**src/verilog/encsim_regs.svh**
```systemverilog
// Register offsets, field positions, reset values and timing counts
`ifndef ENCSIM_REGS_SVH
`define ENCSIM_REGS_SVH

// Register byte offsets
`define ENCSIM_PPR_OFS 4'h0
`define ENCSIM_CTRL_OFS 4'h4
`define ENCSIM_PTR_OFS 4'h8
`define ENCSIM_STAT_OFS 4'hC

// Control field positions
`define ENCSIM_EXP_BIT 0
`define ENCSIM_SRC_BIT 3
`define ENCSIM_SCALED_BIT 8

// Reset values
`define ENCSIM_PPR_RST 16'h0400
`define ENCSIM_CTRL_RST 16'h0000
`define ENCSIM_PTR_RST 16'h0000

// Resolution limits
`define ENCSIM_PPR_MIN 16'h0004
`define ENCSIM_EXP_MAX 16'h0012
`define ENCSIM_POS_BITS 20

// Timing: output pulse ceiling and clock rate
`define ENCSIM_MAX_FREQ_KHZ 400
`define ENCSIM_CLK_MHZ 100
`define ENCSIM_EDGE_CYC ((`ENCSIM_CLK_MHZ * 1000 + 4 * `ENCSIM_MAX_FREQ_KHZ - 1) / (4 * `ENCSIM_MAX_FREQ_KHZ))

`endif

```
**src/verilog/encsim_pkg.sv**
```systemverilog
// Types shared by the encoder simulation output block
package encsim_pkg;

  // One set of simulated encoder lines
  typedef struct packed {
    logic a;
    logic b;
    logic c;
  } enc_lines_s;

  // Control bits as held by the block
  typedef struct packed {
    logic scaled;
    logic src_param;
    logic exp_sel;
  } sim_ctrl_s;

endpackage : encsim_pkg

```
**src/verilog/encoder_simulation_output.sv**
```systemverilog
// Encoder simulation output: quadrature A/B and zero trace C from a position
//
// The address map and the AXI4-Lite register port were left to the implementer.

`timescale 1ns/1ps
`default_nettype none
`include "encsim_regs.svh"

module encoder_simulation_output
  import encsim_pkg::*;
(
  input wire logic CLK,
  input wire logic SYS_RST,
  input wire logic CE,
  // AXI4-Lite slave
  input wire logic [3:0] S_AXI_AWADDR,
  input wire logic S_AXI_AWVALID,
  output logic S_AXI_AWREADY,
  input wire logic [31:0] S_AXI_WDATA,
  input wire logic [3:0] S_AXI_WSTRB,
  input wire logic S_AXI_WVALID,
  output logic S_AXI_WREADY,
  output logic [1:0] S_AXI_BRESP,
  output logic S_AXI_BVALID,
  input wire logic S_AXI_BREADY,
  input wire logic [3:0] S_AXI_ARADDR,
  input wire logic S_AXI_ARVALID,
  output logic S_AXI_ARREADY,
  output logic [31:0] S_AXI_RDATA,
  output logic [1:0] S_AXI_RRESP,
  output logic S_AXI_RVALID,
  input wire logic S_AXI_RREADY,
  // Position sources, same clock domain
  input wire logic [19:0] SHAFT_POS,
  input wire logic [31:0] PARAM_VALUE,
  output logic [15:0] SIM_SOURCE_POINTER,
  // Two connectors
  output enc_lines_s ENC_OUT1,
  output enc_lines_s ENC_OUT2
);

  //--------------------------------------------------------------
  // Declarations
  //--------------------------------------------------------------
  localparam logic [5:0] EDGE_GAP = 6'(`ENCSIM_EDGE_CYC - 1);

  logic [15:0] sim_pulses_per_rev;
  sim_ctrl_s ctrl;
  logic [3:0] aw_addr;
  logic aw_got;
  logic [31:0] w_data;
  logic [3:0] w_strb;
  logic w_got;
  logic [15:0] wr_ppr;
  logic [15:0] wr_ptr;
  logic [15:0] wr_ctrl;
  logic wr_ok;
  logic [31:0] rd_word;
  logic rd_ok;
  logic [19:0] pos;
  logic [15:0] ppr_lin;
  logic [4:0] ppr_exp;
  logic [35:0] prod;
  logic [20:0] span;
  logic [20:0] target;
  logic [20:0] span_q;
  logic [20:0] target_q;
  logic [20:0] cur;
  logic [21:0] diff;
  logic [20:0] fwd;
  logic [5:0] gap;
  logic step_up;
  logic step_dn;
  enc_lines_s next_lines;

  //--------------------------------------------------------------
  // AXI4-Lite write path
  //--------------------------------------------------------------

  // Write address: one-cycle ready, address held until used
  always_ff @(posedge CLK) begin
    if (SYS_RST) begin
      S_AXI_AWREADY <= 1'b0;
      aw_got <= 1'b0;
      aw_addr <= 4'h0;
    end else if (CE) begin
      S_AXI_AWREADY <= S_AXI_AWVALID && !aw_got && !S_AXI_AWREADY && !S_AXI_BVALID;
      if (S_AXI_AWVALID && S_AXI_AWREADY) begin
        aw_got <= 1'b1;
        aw_addr <= S_AXI_AWADDR;
      end else if (aw_got && w_got && !S_AXI_BVALID) begin
        aw_got <= 1'b0;
      end
    end
  end

  // Write data: taken independently of the address
  always_ff @(posedge CLK) begin
    if (SYS_RST) begin
      S_AXI_WREADY <= 1'b0;
      w_got <= 1'b0;
      w_data <= 32'h0000_0000;
      w_strb <= 4'h0;
    end else if (CE) begin
      S_AXI_WREADY <= S_AXI_WVALID && !w_got && !S_AXI_WREADY && !S_AXI_BVALID;
      if (S_AXI_WVALID && S_AXI_WREADY) begin
        w_got <= 1'b1;
        w_data <= S_AXI_WDATA;
        w_strb <= S_AXI_WSTRB;
      end else if (aw_got && w_got && !S_AXI_BVALID) begin
        w_got <= 1'b0;
      end
    end
  end

  // Byte-lane merge and address decode for a write
  always_comb begin
    wr_ppr = sim_pulses_per_rev;
    wr_ptr = SIM_SOURCE_POINTER;
    wr_ctrl = 16'h0000;
    wr_ctrl[`ENCSIM_EXP_BIT] = ctrl.exp_sel;
    wr_ctrl[`ENCSIM_SRC_BIT] = ctrl.src_param;
    wr_ctrl[`ENCSIM_SCALED_BIT] = ctrl.scaled;
    if (w_strb[0]) begin
      wr_ppr[7:0] = w_data[7:0];
      wr_ptr[7:0] = w_data[7:0];
      wr_ctrl[7:0] = w_data[7:0];
    end
    if (w_strb[1]) begin
      wr_ppr[15:8] = w_data[15:8];
      wr_ptr[15:8] = w_data[15:8];
      wr_ctrl[15:8] = w_data[15:8];
    end
    case (aw_addr)
      `ENCSIM_PPR_OFS: wr_ok = 1'b1;
      `ENCSIM_CTRL_OFS: wr_ok = 1'b1;
      `ENCSIM_PTR_OFS: wr_ok = 1'b1;
      `ENCSIM_STAT_OFS: wr_ok = 1'b1;
      default: wr_ok = 1'b0;
    endcase
  end

  // Register update and write response
  always_ff @(posedge CLK) begin
    if (SYS_RST) begin
      sim_pulses_per_rev <= `ENCSIM_PPR_RST;
      ctrl <= 3'b000;
      SIM_SOURCE_POINTER <= `ENCSIM_PTR_RST;
      S_AXI_BVALID <= 1'b0;
      S_AXI_BRESP <= 2'b00;
    end else if (CE) begin
      if (aw_got && w_got && !S_AXI_BVALID) begin
        S_AXI_BVALID <= 1'b1;
        S_AXI_BRESP <= wr_ok ? 2'b00 : 2'b10;
        case (aw_addr)
          `ENCSIM_PPR_OFS: sim_pulses_per_rev <= wr_ppr;
          `ENCSIM_CTRL_OFS: begin
            ctrl.exp_sel <= wr_ctrl[`ENCSIM_EXP_BIT];
            ctrl.src_param <= wr_ctrl[`ENCSIM_SRC_BIT];
            ctrl.scaled <= wr_ctrl[`ENCSIM_SCALED_BIT];
          end
          `ENCSIM_PTR_OFS: SIM_SOURCE_POINTER <= wr_ptr;
          default: ;
        endcase
      end else if (S_AXI_BVALID && S_AXI_BREADY) begin
        S_AXI_BVALID <= 1'b0;
      end
    end
  end

  //--------------------------------------------------------------
  // AXI4-Lite read path
  //--------------------------------------------------------------

  // Read decode, unused bits read as zero
  always_comb begin
    rd_word = 32'h0000_0000;
    rd_ok = 1'b1;
    case (S_AXI_ARADDR)
      `ENCSIM_PPR_OFS: rd_word[15:0] = sim_pulses_per_rev;
      `ENCSIM_CTRL_OFS: begin
        rd_word[`ENCSIM_EXP_BIT] = ctrl.exp_sel;
        rd_word[`ENCSIM_SRC_BIT] = ctrl.src_param;
        rd_word[`ENCSIM_SCALED_BIT] = ctrl.scaled;
      end
      `ENCSIM_PTR_OFS: rd_word[15:0] = SIM_SOURCE_POINTER;
      `ENCSIM_STAT_OFS: rd_word[20:0] = cur;
      default: rd_ok = 1'b0;
    endcase
  end

  // Read handshake with registered data
  always_ff @(posedge CLK) begin
    if (SYS_RST) begin
      S_AXI_ARREADY <= 1'b0;
      S_AXI_RVALID <= 1'b0;
      S_AXI_RDATA <= 32'h0000_0000;
      S_AXI_RRESP <= 2'b00;
    end else if (CE) begin
      S_AXI_ARREADY <= S_AXI_ARVALID && !S_AXI_ARREADY && !S_AXI_RVALID;
      if (S_AXI_ARVALID && S_AXI_ARREADY) begin
        S_AXI_RVALID <= 1'b1;
        S_AXI_RDATA <= rd_word;
        S_AXI_RRESP <= rd_ok ? 2'b00 : 2'b10;
      end else if (S_AXI_RVALID && S_AXI_RREADY) begin
        S_AXI_RVALID <= 1'b0;
      end
    end
  end

  //--------------------------------------------------------------
  // Position source and resolution
  //--------------------------------------------------------------

  // Source pick: shaft at 2^20, parameter as fraction of a turn
  always_comb begin
    if (!ctrl.src_param) begin
      pos = SHAFT_POS;
    end else if (ctrl.scaled) begin
      pos = PARAM_VALUE[19:0];
    end else begin
      pos = {PARAM_VALUE[15:0], 4'h0};
    end
  end

  // Effective settings, clamped to legal range
  always_comb begin
    if (sim_pulses_per_rev < `ENCSIM_PPR_MIN) begin
      ppr_lin = `ENCSIM_PPR_MIN;
    end else begin
      ppr_lin = sim_pulses_per_rev;
    end
    if (sim_pulses_per_rev > `ENCSIM_EXP_MAX) begin
      ppr_exp = 5'(`ENCSIM_EXP_MAX);
    end else begin
      ppr_exp = sim_pulses_per_rev[4:0];
    end
  end

  // Edge count target: four edges per pulse over one turn
  always_comb begin
    prod = {16'h0000, pos} * {20'h0_0000, ppr_lin};
    if (ctrl.exp_sel) begin
      span = 21'h00_0004 << ppr_exp;
      target = {1'b0, pos} >> (5'd18 - ppr_exp);
    end else begin
      span = {3'b000, ppr_lin, 2'b00};
      target = {3'b000, prod[35:18]};
    end
  end

  //--------------------------------------------------------------
  // Target register
  //--------------------------------------------------------------

  // Span and target settle here, so the wide product and the follower
  // compare never share one cycle; both move together, never out of step
  always_ff @(posedge CLK) begin
    if (SYS_RST) begin
      span_q <= {3'b000, `ENCSIM_PPR_RST, 2'b00};
      target_q <= 21'h00_0000;
    end else if (CE) begin
      span_q <= span;
      target_q <= target;
    end
  end

  //--------------------------------------------------------------
  // Rate-limited quadrature follower
  //--------------------------------------------------------------

  // Shortest way round the turn decides direction
  always_comb begin
    diff = {1'b0, target_q} - {1'b0, cur};
    if (diff[21]) begin
      diff = diff + {1'b0, span_q};
    end
    fwd = diff[20:0];
    step_up = (fwd != 21'h00_0000) && (fwd <= {1'b0, span_q[20:1]}) && (gap == 6'h00);
    step_dn = (fwd != 21'h00_0000) && (fwd > {1'b0, span_q[20:1]}) && (gap == 6'h00);
  end

  // Edge counter, one quadrature edge per step
  // A shrunken span folds the count into the first pulse: A and B keep their levels
  always_ff @(posedge CLK) begin
    if (SYS_RST) begin
      cur <= 21'h00_0000;
    end else if (CE) begin
      if (cur >= span_q) begin
        cur <= {19'h0_0000, cur[1:0]};
      end else if (step_up) begin
        cur <= (cur == span_q - 21'h00_0001) ? 21'h00_0000 : cur + 21'h00_0001;
      end else if (step_dn) begin
        cur <= (cur == 21'h00_0000) ? span_q - 21'h00_0001 : cur - 21'h00_0001;
      end
    end
  end

  // Minimum spacing between edges: one step per EDGE_GAP + 1 cycles,
  // four steps make one pulse period on A
  always_ff @(posedge CLK) begin
    if (SYS_RST) begin
      gap <= 6'h00;
    end else if (CE) begin
      if (step_up || step_dn) begin
        gap <= EDGE_GAP;
      end else if (gap != 6'h00) begin
        gap <= gap - 6'h01;
      end
    end
  end

  // Line decode from the edge count
  always_comb begin
    next_lines.a = cur[1] ^ cur[0];
    next_lines.b = cur[1];
    next_lines.c = (cur[20:2] == 19'h0_0000);
  end

  // Both connectors driven from their own flops
  always_ff @(posedge CLK) begin
    if (SYS_RST) begin
      ENC_OUT1 <= 3'b001;
      ENC_OUT2 <= 3'b001;
    end else if (CE) begin
      ENC_OUT1 <= next_lines;
      ENC_OUT2 <= next_lines;
    end
  end

endmodule : encoder_simulation_output
`default_nettype wire

```
**config.mk**
```make
export PLATFORM = sky130hd
export DESIGN_NAME = encoder_simulation_output
export DESIGN_NICKNAME = d
export VERILOG_FILES = /design/src/verilog/encsim_pkg.sv /design/src/verilog/encoder_simulation_output.sv
export VERILOG_INCLUDE_DIRS = /design/src /design/src/verilog
export SDC_FILE = /design/constraint.sdc
export NUM_CORES = 1
export LEC_CHECK = 0
export ABC_AREA = 1
export BUFFER_PORTS_ARGS = -buffer_cell sky130_fd_sc_hd__buf_2
export CAP_MARGIN = 30
export CELL_PAD_IN_SITES_DETAIL_PLACEMENT = 0
export CELL_PAD_IN_SITES_GLOBAL_PLACEMENT = 1
export CORE_AREA = 2 2 269 271
export CTS_CLUSTER_DIAMETER = 150
export CTS_CLUSTER_SIZE = 30
export DETAILED_ROUTE_END_ITERATION = 6
export DIE_AREA = 0 0 271 273
export GPL_TIMING_DRIVEN = 0
export PLACE_DENSITY = 0.66
export SYNTH_ARGS = -nofsm -noshare
export SYNTH_HDL_FRONTEND = slang
export SYNTH_SLANG_ARGS = --single-unit
```
**constraint.sdc**
```tcl
create_clock -name CLK -period 7 [get_ports CLK]
set_input_delay 0.35 -clock CLK [delete_from_list [all_inputs] [get_ports CLK]]
set_output_delay 0.35 -clock CLK [all_outputs]
set_load 0.05 [all_outputs]
```
# [Yosys cells after proc, flatten, opt, wreduce, memory -nomap -nowiden]
# Index checks and enable logic that the tools add are counted.
[word_totals] input_bits=104 elab_cells=144 output_inout_bits=63 ff_bits=161
[op_classes] mul=1 n_shift=2 muxes=32 n_bitwise=2 eq_ne=7 order_cmp=5 n_reduce_logical=60 n_addsub=7
[ops] op="$mux W21" count=8
[ops] op="$sub A21 B1 Y21 const B" count=2
[ops] op="$mux W20" count=2
[ops] op="$mul A20 B16 Y36" count=1
[ops] op="$reduce_and A4 Y1" count=6
[ops] op="$sub A21 B21 Y22" count=1
[ops] op="$add A21 B1 Y21 const B" count=1
[ops] op="$add A21 B21 Y21" count=1
[ops] op="$eq A21 B21 Y1" count=1
[ops] op="$ge A21 B21 Y1" count=1
[ops] op="$gt A21 B20 Y1" count=1
[ops] op="$le A21 B20 Y1" count=1
[ops] op="$logic_not A21 Y1" count=1
[ops] op="$pmux W7 S3" count=1
[ops] op="$reduce_bool A21 Y1" count=1
[ops] op="$shl A3 B5 Y21 const A" count=1
[ops] op="$shr A20 B5 Y21" count=1
[ops] op="$reduce_and A2 Y1" count=10
[ops] op="$logic_and A1 B1 Y1" count=19
[ops] op="$logic_not A19 Y1" count=1
[ops] op="$eq A4 B4 Y1 const B" count=4
[ops] op="$gt A16 B5 Y1 const B" count=1
[ops] op="$lt A16 B3 Y1 const B" count=1
[ops] op="$mux W16" count=1
[ops] op="21 further kinds" count=48

# [Logic depth before layout (Yosys ltp)]
# Gate-level depths: netlist of run 1.
[logic_depth] depth_word=9 ltp_mapped=43 mapped_depth_nobuf=42

# [Worst setup path before layout of run 1]
# No wires, ideal clock.
[synth_timing] path_kind="register to register" startpoint="register ctrl[2] (netlist name)" endpoint="register target_q[12]" path_buffers=3 slack_ns=0.693 t_required_ns=6.930 stages_incl_launch_ff=30 period_less_slack_ns=6.307 t_arrival_ns=6.237 path_cell_list="dfxtp_1 buf_2 buf_1 nand2_1 nand3_1 nand2_1 inv_1 clkbuf_1 nand2_1 fa_1 inv_1 fa_1 fa_1 fa_1 fa_1 inv_1 fa_1 inv_1 ha_1 nand2_1 nor2_1 inv_1 nor3_1 nand3_1 o21ai_0 nand4_1 nand2_1 xor2_1 nand2_1 a21oi_1"
[synth_via] elab_chain_cells=4
[synth_rtl] item="start: declaration" line="encoder_simulation_output.sv:48" text="sim_ctrl_s ctrl;"
[synth_rtl] item="$mux W20 (*)" line="encoder_simulation_output.sv:219" text="end else if (ctrl.scaled) begin"
[synth_rtl] item="$mux W20 (*)" line="encoder_simulation_output.sv:217" text="if (!ctrl.src_param) begin"
[synth_rtl] item="$mul A20 B16 Y36 or $shr A20 B5 Y21 (tied branches)" line="encoder_simulation_output.sv:242, encoder_simulation_output.sv:245"
[synth_rtl] item="$mux W21 (*)" line="encoder_simulation_output.sv:243" text="if (ctrl.exp_sel) begin"
[synth_rtl] item="end signal: assignment" line="encoder_simulation_output.sv:264" text="target_q <= target;"
[synth_rtl] item="end: declaration" line="encoder_simulation_output.sv:67" text="logic [20:0] target_q;"
# Every way passes the cells marked *; elsewhere a longest branch is shown, timed or not.
# A chain may end at the register's enable or synchronous reset.

# [Worst setup path in the final report of run 1]
[layout_timing] startpoint="register sim_pulses_per_rev[13]" endpoint="register target_q[17]"
[layout_via] elab_chain_cells=5
[layout_rtl] item="start: declaration" line="encoder_simulation_output.sv:47" text="logic [15:0] sim_pulses_per_rev;"
[layout_rtl] item="start signal: assignment" line="encoder_simulation_output.sv:146" text="sim_pulses_per_rev <= `ENCSIM_PPR_RST;"
[layout_rtl] item="start signal: assignment" line="encoder_simulation_output.sv:156" text="`ENCSIM_PPR_OFS: sim_pulses_per_rev <= wr_ppr;"
[layout_rtl] item="branches (longest 4 deep; another with $mul A20 B16 Y36)"
[layout_rtl] item="$mux W21 (*)" line="encoder_simulation_output.sv:243"
# Mark *: on every way between the ends.

==> flow_summary.ini, run 1 <==
[outcome]
status = finished with violations
violations = DRC

[floorplan]
rows = 98
die-area_mm2 = 0.07398
fp.dieH_um = 273
die_w_um = 271
core_area_mm2 = 0.07100
io_pins = 167
start_util = 0.3364

[synth]
async_flop_share = 0
yosysTopAreaCell = fa_1
synthMuxAreaShare = 0.002095
synth_edf_count = 0
synth_top_family_by_area = adder cells
synth_compound_area_frac = 0.1266
ys.flop_type = dfxtp_1
synth_top_area_frac = 0.2104
yosysUniqueCellTypes = 59
synth_xor_area_frac = 0.03007
synthAdderAreaFrac = 0.3099
ys_ff_latch = 156
netlist_area_mm2 = 0.02389
netlist_instances = 3575
postSynthAreaPerCell_um2 = 6.681
yosys.area_share.simple = 0.2705
ys_seq_area_frac = 0.1307
yosys-top-cells-area = fa_1, nand2_1, dfxtp_1
yosysWarnings = 0

[sta]
setup_tns_ns = 0
fmax_ghz = 0.1491
tightest_slew_ns = 1.035
max_slew_margin = 0.3100
period_share = 0.9580
skew_ns = 0.01394
hold_viol_final = 0
slew_violations = 0
period_needed_ns = 6.706
holdWs_ns = 0.1611
setup_viol = 0

[clocking]
postCtsHoldBufs = 0
clock_path_buffers = 2
cts_tree = done
numCtsBuffers = 17
clk_latency_ns = 0.45
root_buffer = clkbuf_16
clk_pin_slew_ns = 0.08
cts_sinks = 156
htree_levels = 4

[global_route]
grt_pass1_wl_mm = 147.3
track_usage = 0.2618
grt_max_degree = 20
grt_pass1_vias = 23747
overflow = 0
grt_antenna_before_repair = 1

[run]
cap_violations = 0

[worst_setup_path]
start_kind = register
crit_arrival_ns = 7.08
reg2reg_from = sim_pulses_per_rev[13]
r2r_slack_ns = 0.29
cp_data_required_time_ns = 7.38
rr_worst_depth = 21
end_kind = register
r2r_end = target_q[17]
critPathKind = reg2reg
crit_fanout = 10

[placement]
port_buffers = 121
placed_cell_area_mm2 = 0.02584
hpwl_mm = 81.53
gp_congestion = 0.9356

[drt]
wl_per_cell_um = 20.77
wirelength_mm = 97.96
ant_nets = 0
dr_total_vias = 24018
dr.pass1.iters = 7
avgViaCountPerCell = 5.092
drc = 1
drt_iter0_markers = 2197

[hold_path]
worstHoldPathType = in2reg
whs_endpoint = w_data[6]
hold_start = S_AXI_WDATA[6]
worstHoldPathCells = 3

[power_and_ir_drop]
p_total_mw = 9.057
max-vdd-ir-drop_mv = 0.3405
p_per_area_mw_per_mm2 = 335.1
p_leak_nw = 13.04

[finish]
areaGrowthSynthToFinish_pct = 13.15
final_area_mm2 = 0.02703
drive_gt1_frac = 0.09344
nNetsFinal = 4299
diodes = 0
==> cells in the final DEF, fill, tap and decap left out, types with 10 or more instances in the layout <==
master / synthesis / routed
a21oi_1: 236 / 230
a221oi_1: 15 / 15
a31oi_1: 11 / 10
buf_2: 16 / 131
buf_4: 16 / 57
clkbuf_1: 109 / 83
clkbuf_16: 0 / 17
clkinvlp_4: 0 / 13
conb_1: 1 / 13
dfxtp_1: 156 / 151
fa_1: 251 / 251
ha_1: 190 / 185
inv_1: 618 / 602
nand2_1: 857 / 850
nand2_2: 7 / 11
nand3_1: 218 / 218
nand3b_1: 10 / 10
nand4_1: 48 / 48
nor2_1: 341 / 338
nor3_1: 37 / 36
nor4_1: 12 / 12
o211ai_1: 29 / 29
o21a_1: 10 / 10
o21ai_0: 172 / 161
o21ai_1: 20 / 15
o22ai_1: 19 / 19
xnor2_1: 14 / 14
xor2_1: 61 / 61
==> what timing repair did <==
action                     4_1_cts  5_1_grt
setup endpoints to repair       18       20
pin swaps                        0        3
resized for setup               74       75
buffers inserted                20       10
==> critical path: stages (launching register included) <==
cell and delay (ns):
dfxtp_1 0.33, clkbuf_2 0.26, inv_1 0.37, clkbuf_1 0.49, nor2_1 0.15, fa_1 0.60
fa_1 0.46, fa_1 0.53, fa_1 0.52, fa_1 0.54, inv_1 0.05, fa_1 0.55
inv_1 0.06, ha_1 0.33, a21oi_1 0.22, o21ai_0 0.13, a21oi_1 0.14, nand2_1 0.14
a21oi_1 0.37, xnor2_1 0.18, nand2_1 0.07, a21oi_1 0.13
==> synthesized netlist by cell type (5+ instances only) <==
cell type	number
buf_6	5
nand2_1	857
or2_2	5
ha_1	190
o211ai_1	29
o21ai_0	172
nand4_1	48
buf_4	16
o22ai_1	19
nand3_1	218
o21ai_1	20
nor2_2	5
mux2i_1	5
clkinv_1	18
nor3_1	37
clkbuf_1	109
a211oi_1	5
a21oi_1	236
buf_2	16
nor2_1	341
inv_2	5
a221oi_1	15
dfxtp_1	156
o21bai_1	9
xor2_1	61
nor4_1	12
nand2_2	7
xnor2_1	14
o21a_1	10
buf_1	7
a31oi_1	11
fa_1	251
inv_1	618
nand3b_1	10
==> how the worst max path moves through the flow <==
stage / start / cells past startpoint / slack [ns] / endpoint
3_5_place_dp: ctrl[2] / 29 / -1.13 / target_q[12]
6_report: sim_pulses_per_rev[13] / 21 / 0.29 / target_q[17]
3_3_place_gp: sim_pulses_per_rev[11] / 31 / -1.73 / target_q[12]
4_1_cts: ctrl[1] / 24 / 0.004 / target_q[10]
5_1_grt: sim_pulses_per_rev[12] / 31 / -0.02 / target_q[10]
2_1_floorplan: ctrl[2] / 29 / 0.69 / target_q[12]
==> sequential cells by signal (all words and copies together) (netlist names), 4 cells and up <==
register,flops
SIM_SOURCE_POINTER,16
target_q,20
gap,6
S_AXI_RDATA,21
w_data,16
cur,21
sim_pulses_per_rev,16
aw_addr,4
span_q,19
==> cells by family (layout without fill, tap and decap cells) <==
logic type / after synthesis / in the layout
compound gates: 545 / 545
buf+inv: 795 / 975
mux: 5 / 5
fa+ha+maj: 441 / 441
flops: 156 / 156
xor+xnor: 78 / 78
simple gates: 1554 / 1554
other cells: 1 / 13
==> area by class of cell <==
type	instances	area [um2]
Buffer	141	729.5
Clock buffer	17	425.4
Clock inverter	15	198.9
Fill cell	7898	43970
Inverter	642	2486
Multi-Input combinational cell	2636	17930
Sequential cell	156	3132
Tap cell	950	1189
Timing Repair Buffer	160	939.7
==> per-stage QoR <==
stage	util	worst slack, ns	instances
floorplan	-	0.6929	3587
global placement	0.3623	-1.734	4658
detailed placement	0.3640	-1.132	4667
CTS	0.3770	0.003794	4707
global route	0.3807	-0.01980	4717
finish	0.3807	0.2937	4717
==> report_power, final <==
group / switching [mW] / internal [mW] / leakage, nW
clock: 0.488 / 0.489 / 0.300
sequential: 0.133 / 0.979 / 1.27
combinational: 4.75 / 2.22 / 11.5
total: 5.37 / 3.69 / 13.0
==> metal layers <==
layer,share of wire,GRT usage,wire [um]
met4,0.026,0.06499,2521
met5,0.00013,0,13
met2,0.45,0.4268,44370
met1,0.47,0.3697,45570
met3,0.056,0.02768,5489
(Power assumes the default switching activity.)
==> run 2, diff against run 1 <==
==> constraint.sdc (replaced) <==
create_clock -name CLK -period 7.54 [get_ports CLK]
set_input_delay 0.377 -clock CLK [delete_from_list [all_inputs] [get_ports CLK]]
set_output_delay 0.377 -clock CLK [all_outputs]
set_load 0.05 [all_outputs]
==> run 2 against run 1 <==
  * The run now ends clean
  * Utilization fell by 0.35 points
  * Highest routed layer unchanged
  * Final cell count shrank 0.11%
  * Total power decreased by 7.4%
  * Largest cell class unchanged
  * Via count down 0.12%
  * Setup slack better by 0.11 ns
  * Critical endpoint is now target_q[14]
  * Final area shrank 0.93%
  * Clock skew about the same
  * Register-to-register slack better by 0.11 ns
  * Sequential share of layout area rose by 0.095 points
  * Largest power group unchanged
==> flow_summary.ini, run 2 (synthesis gave the netlist of run 1 again) <==
[outcome]
status = finished clean

[floorplan]
core_area_mm2 = 0.07100
die-area_mm2 = 0.07398
start_util = 0.3364
fp.dieH_um = 273
rows = 98
die_w_um = 271
io_pins = 167

[worst_setup_path]
slowest_stage = fa_1
critPathKind = reg2reg
crit_fanout = 10
path_depth = 30
crit_arrival_ns = 7.52
reg2reg_from = sim_pulses_per_rev[10]
start_kind = register
cp_data_required_time_ns = 7.93
crit_path_end = target_q[14]
end_kind = register
crit_path_start = sim_pulses_per_rev[10]
cp_num_buf_inv = 8
rr_worst_depth = 30
r2r_slack_ns = 0.40
critPathMaxStageDelay_ns = 0.55
cpLargestDelayFamily = adder cells
r2r_end = target_q[14]

[finish]
reg_top3 = S_AXI_RDATA: 21 flops, cur: 21 flops, target_q: 20 flops
areaGrowthSynthToFinish_pct = 12.10
mostFrequentLayoutCell = nand2_1
final_area_mm2 = 0.02677
drive_gt1_frac = 0.08293
diodes = 0
nNetsFinal = 4294
most-common-layout-cells = nand2_1, inv_1, nor2_1

[sta]
setup_viol = 0
period_share = 0.9463
slew_violations = 0
setup_tns_ns = 0
skew_ns = 0.01349
rsz0062_at_grt = no
period_needed_ns = 7.135
final.setup.worst_slack_ns = 0.4048
hold_viol_final = 0
tightest_slew_ns = 1.011
max_slew_margin = 0.3261
fmax_ghz = 0.1402

[clocking]
htree_levels = 4
root_buffer = clkbuf_16
clock_path_buffers = 2
cts_tree = done
postCtsHoldBufs = 0
cts_sinks = 156
clk_latency_ns = 0.45
numCtsBuffers = 17
clk_pin_slew_ns = 0.08

[drt]
drt_iter0_markers = 2004
dr_total_vias = 23989
dr.pass1.iters = 5
drc = 0
maxUsedRoutingLayer = met5
met1_length_mm = 45.71
wl_per_cell_um = 20.77
wl_met2_mm = 44.51
ant_nets = 0
avgViaCountPerCell = 5.091
wl_met3_mm = 5.213
wirelength_mm = 97.88

[placement]
placed_cell_area_mm2 = 0.02584
hpwl_mm = 81.53
gp_congestion = 0.9356
dp_worst_setup_slack_ns = -0.5920
port_buffers = 121

[run]
cap_violations = 0

[hold_path]
worstHoldPathType = in2reg

[global_route]
grt_pass1_vias = 23662
grt_antenna_before_repair = 1
grt_pass1_wl_mm = 146.9
overflow = 0
grt_max_degree = 20
track_usage = 0.2612

[power_and_ir_drop]
max-vdd-ir-drop_mv = 0.3160
p_leak_nw = 12.96
p_per_area_mw_per_mm2 = 313.2
==> run 2: changes by cell type in the layout (fill, tap and decap cells not counted), sizes merged <==
cell      before  now
buf          205  196
clkbuf       113  117
clkinvlp      13   14
inv          621  620
==> run 2: final cells by class <==
| type | count | area, um2 |
|---|---|---|
| Sequential cell | 156 | 3128 |
| Inverter | 642 | 2471 |
| Tap cell | 950 | 1189 |
| Buffer | 142 | 678.2 |
| Timing Repair Buffer | 154 | 894.6 |
| Fill cell | 7921 | 44220 |
| Multi-Input combinational cell | 2636 | 17790 |
| Clock buffer | 17 | 425.4 |
| Clock inverter | 15 | 198.9 |
==> run 2: per-layer routing <==
metal / up-vias / track usage
li1: 11623 / -
met5: - / 0
met2: 734 / 0.4279
met4: 2 / 0.06063
met3: 92 / 0.02829
met1: 11538 / 0.3684
==> run 2: report_power, final <==
part,switching [mW],total [mW],internal (mW),leakage (nW)
clock network,0.453,0.906,0.454,0.300
logic,4.39,6.45,2.05,11.4
registers,0.122,1.03,0.909,1.27
total,4.97,8.39,3.42,13.0
==> run 2: how the worst min path moves through the flow <==
stage | from | to | slack (ns) | depth (start not counted)
floorplan | w_strb[1] | w_strb[1] | 0.44 | 2
global placement | w_strb[1] | w_strb[1] | 0.45 | 2
detailed placement | w_strb[0] | w_strb[0] | 0.46 | 2
CTS | S_AXI_WDATA[6] | w_data[6] | 0.18 | 3
global route | S_AXI_AWVALID | S_AXI_AWREADY | 0.20 | 3
finish | S_AXI_WDATA[6] | w_data[6] | 0.19 | 3
==> run 2: through the flow <==
stage | instances | utilization | power [mW] | hold WS (ns)
final | 4712 | 0.3771 | 8.386 | 0.1877
after CTS | 4697 | 0.3736 | 8.296 | 0.1826
after floorplan | 3587 | - | 5.556 | 0.4411
after global routing | 4712 | 0.3771 | 9.276 | 0.1978
after detailed placement | 4667 | 0.3640 | 7.370 | 0.4556
after global placement | 4658 | 0.3623 | 7.398 | 0.4517
==> run 2: repair_timing <==
action,in CTS,in global routing
pin swaps,0,0
setup buffers,6,18
resized for setup,22,54
cloned,0,0
endpoints found under the setup margin,18,16
==> run 2: worst min-delay path, delay by kind of cell <==
kind	cells	cell delay, ns
buf+inv	1	0.10
simple gates	1	0.07
compound gates	1	0.06
==> run 3, diff against run 2 <==
--- a/config.mk
+++ b/config.mk
@@ -16,7 +16,7 @@
 export CTS_CLUSTER_SIZE = 30
 export DETAILED_ROUTE_END_ITERATION = 6
 export DIE_AREA = 0 0 271 273
-export GPL_TIMING_DRIVEN = 0
+export MAX_ROUTING_LAYER = met4
 export PLACE_DENSITY = 0.66
 export SYNTH_ARGS = -nofsm -noshare
 export SYNTH_HDL_FRONTEND = slang
==> run 3 against run 2 <==
  * Utilization down 0.80 points
  * Critical path depth is 2 lower
  * Combinational power fell by 3.9%
  * Die area stayed put
  * Setup slack better by 0.10 ns
  * Global-route usage shrank 1.3 points
  * Final area is 2.1% lower
  * Routed wire length fell by 9.0%
==> flow_summary.ini, run 3 (synthesis gave the netlist of run 1 again) <==
[hold_path]
whs_endpoint = w_data[6]
worstHoldPathCells = 3
hold_start = S_AXI_WDATA[6]
worstHoldPathType = in2reg

[floorplan]
die_w_um = 271
die-area_mm2 = 0.07398
fp.dieH_um = 273
start_util = 0.3364
io_pins = 167
core_area_mm2 = 0.07100
rows = 98

[finish]
areaGrowthSynthToFinish_pct = 9.717
reg_top3 = S_AXI_RDATA: 21 flops, cur: 21 flops, target_q: 20 flops
final_core_util = 0.3691
mostFrequentLayoutCell = nand2_1
nNetsFinal = 4194
drive_gt1_frac = 0.07373
most-common-layout-cells = nand2_1, inv_1, nor2_1
diodes = 0

[clocking]
cts_tree = done
htree_levels = 4
cts_setup_buffers = 0
clk_pin_slew_ns = 0.08
root_buffer = clkbuf_16
clk_latency_ns = 0.45
numCtsBuffers = 17
clock_path_buffers = 2
cts_sinks = 156

[sta]
tightest_slew_ns = 0.8814
fmax_ghz = 0.1422
final.setup.worst_slack_ns = 0.5072
period_needed_ns = 7.033
skew_ns = 0.01568
setup_tns_ns = 0
setup_viol = 0
max_slew_margin = 0.4124
rsz0062_at_grt = no
holdWs_ns = 0.1883
period_share = 0.9327
slew_violations = 0
hold_viol_final = 0

[worst_setup_path]
r2r_slack_ns = 0.51
end_kind = register
critPathMaxStageDelay_ns = 0.56
r2r_end = target_q[12]
cp_num_buf_inv = 6
cpLargestDelayFamily = adder cells
cp_data_required_time_ns = 7.92
reg2reg_from = sim_pulses_per_rev[10]
slowest_stage = fa_1
rr_worst_depth = 28
crit_arrival_ns = 7.41
start_kind = register
crit_top_cell = fa_1
critPathKind = reg2reg
crit_fanout = 9

[global_route]
track_usage = 0.2482
grt_pass1_vias = 22724
grt_antenna_before_repair = 0
overflow = 0
grt_pass1_wl_mm = 137.2
grt_max_degree = 51

[placement]
hpwl_mm = 73.03
port_buffers = 123
gp_congestion = 0.9431
dp_worst_setup_slack_ns = 0.4778

[drt]
wirelength_mm = 89.07
drc = 0
wl_per_cell_um = 19.31
ant_nets = 0
dr_total_vias = 23085
dr.pass1.iters = 5
avgViaCountPerCell = 5.005
drt_iter0_markers = 1702

[power_and_ir_drop]
p_per_area_mw_per_mm2 = 310.5
max-vdd-ir-drop_mv = 0.3103
p_leak_nw = 12.82

[outcome]
status = finished clean

[run]
cap_violations = 0
==> run 3: cell count changes in the layout (fill, tap and decap cells not counted), sizes merged <==
cell and delta:
clkinv -3, clkbuf -99, clkinvlp -10, inv +12
==> run 3: per-layer routing <==
layer / vias to the layer above / track usage / wire (um)
met2: 534 / 0.4007 / 41610
li1: 11408 / - / -
met3: 72 / 0.02952 / 3966
met5: - / - / 0
met1: 11071 / 0.3369 / 42040
met4: 0 / 0.04420 / 1464
==> run 3: per-stage QoR <==
step,instances,total power [mW],area [um2]
floorplan,3587,5.556,23930
global placement,4578,7.214,25580
detailed placement,4580,7.207,25610
CTS,4612,8.098,26190
global route,4612,9.004,26210
finish,4612,8.136,26210
==> run 3: worst max-delay path by stage <==
stage,start,end,cells after the start
2_1_floorplan,ctrl[2],target_q[12],29
3_3_place_gp,ctrl[2],target_q[12],25
3_5_place_dp,ctrl[2],target_q[12],25
4_1_cts,ctrl[1],target_q[12],26
5_1_grt,sim_pulses_per_rev[10],target_q[12],30
6_report,sim_pulses_per_rev[10],target_q[12],28
==> run 3: final cells by class <==
class / count / area (um2)
Sequential cell: 156 / 3124
Clock buffer: 18 / 439.2
Timing Repair Buffer: 196 / 1180
Clock inverter: 14 / 145.1
Inverter: 642 / 2420
Multi-Input combinational cell: 2636 / 17710
Tap cell: 950 / 1189
Fill cell: 7835 / 44790
==> run 3: repair_timing <==
action	CTS	global route
gates resized for setup	0	4
hold buffers	0	0
setup endpoints to repair	0	3
==> run 3: worst min-delay path, delay by kind of cell <==
| kind | cells | cell delay [ns] |
|---|---|---|
| simple gates | 1 | 0.07 |
| compound gates | 1 | 0.06 |
| buf+inv | 1 | 0.09 |
==> run 3: power breakdown <==
group,switching (mW),leakage [nW],total [mW],internal [mW]
clock network,0.409,0.281,0.858,0.449
registers,0.166,1.27,1.08,0.909
logic,4.22,11.3,6.20,1.99
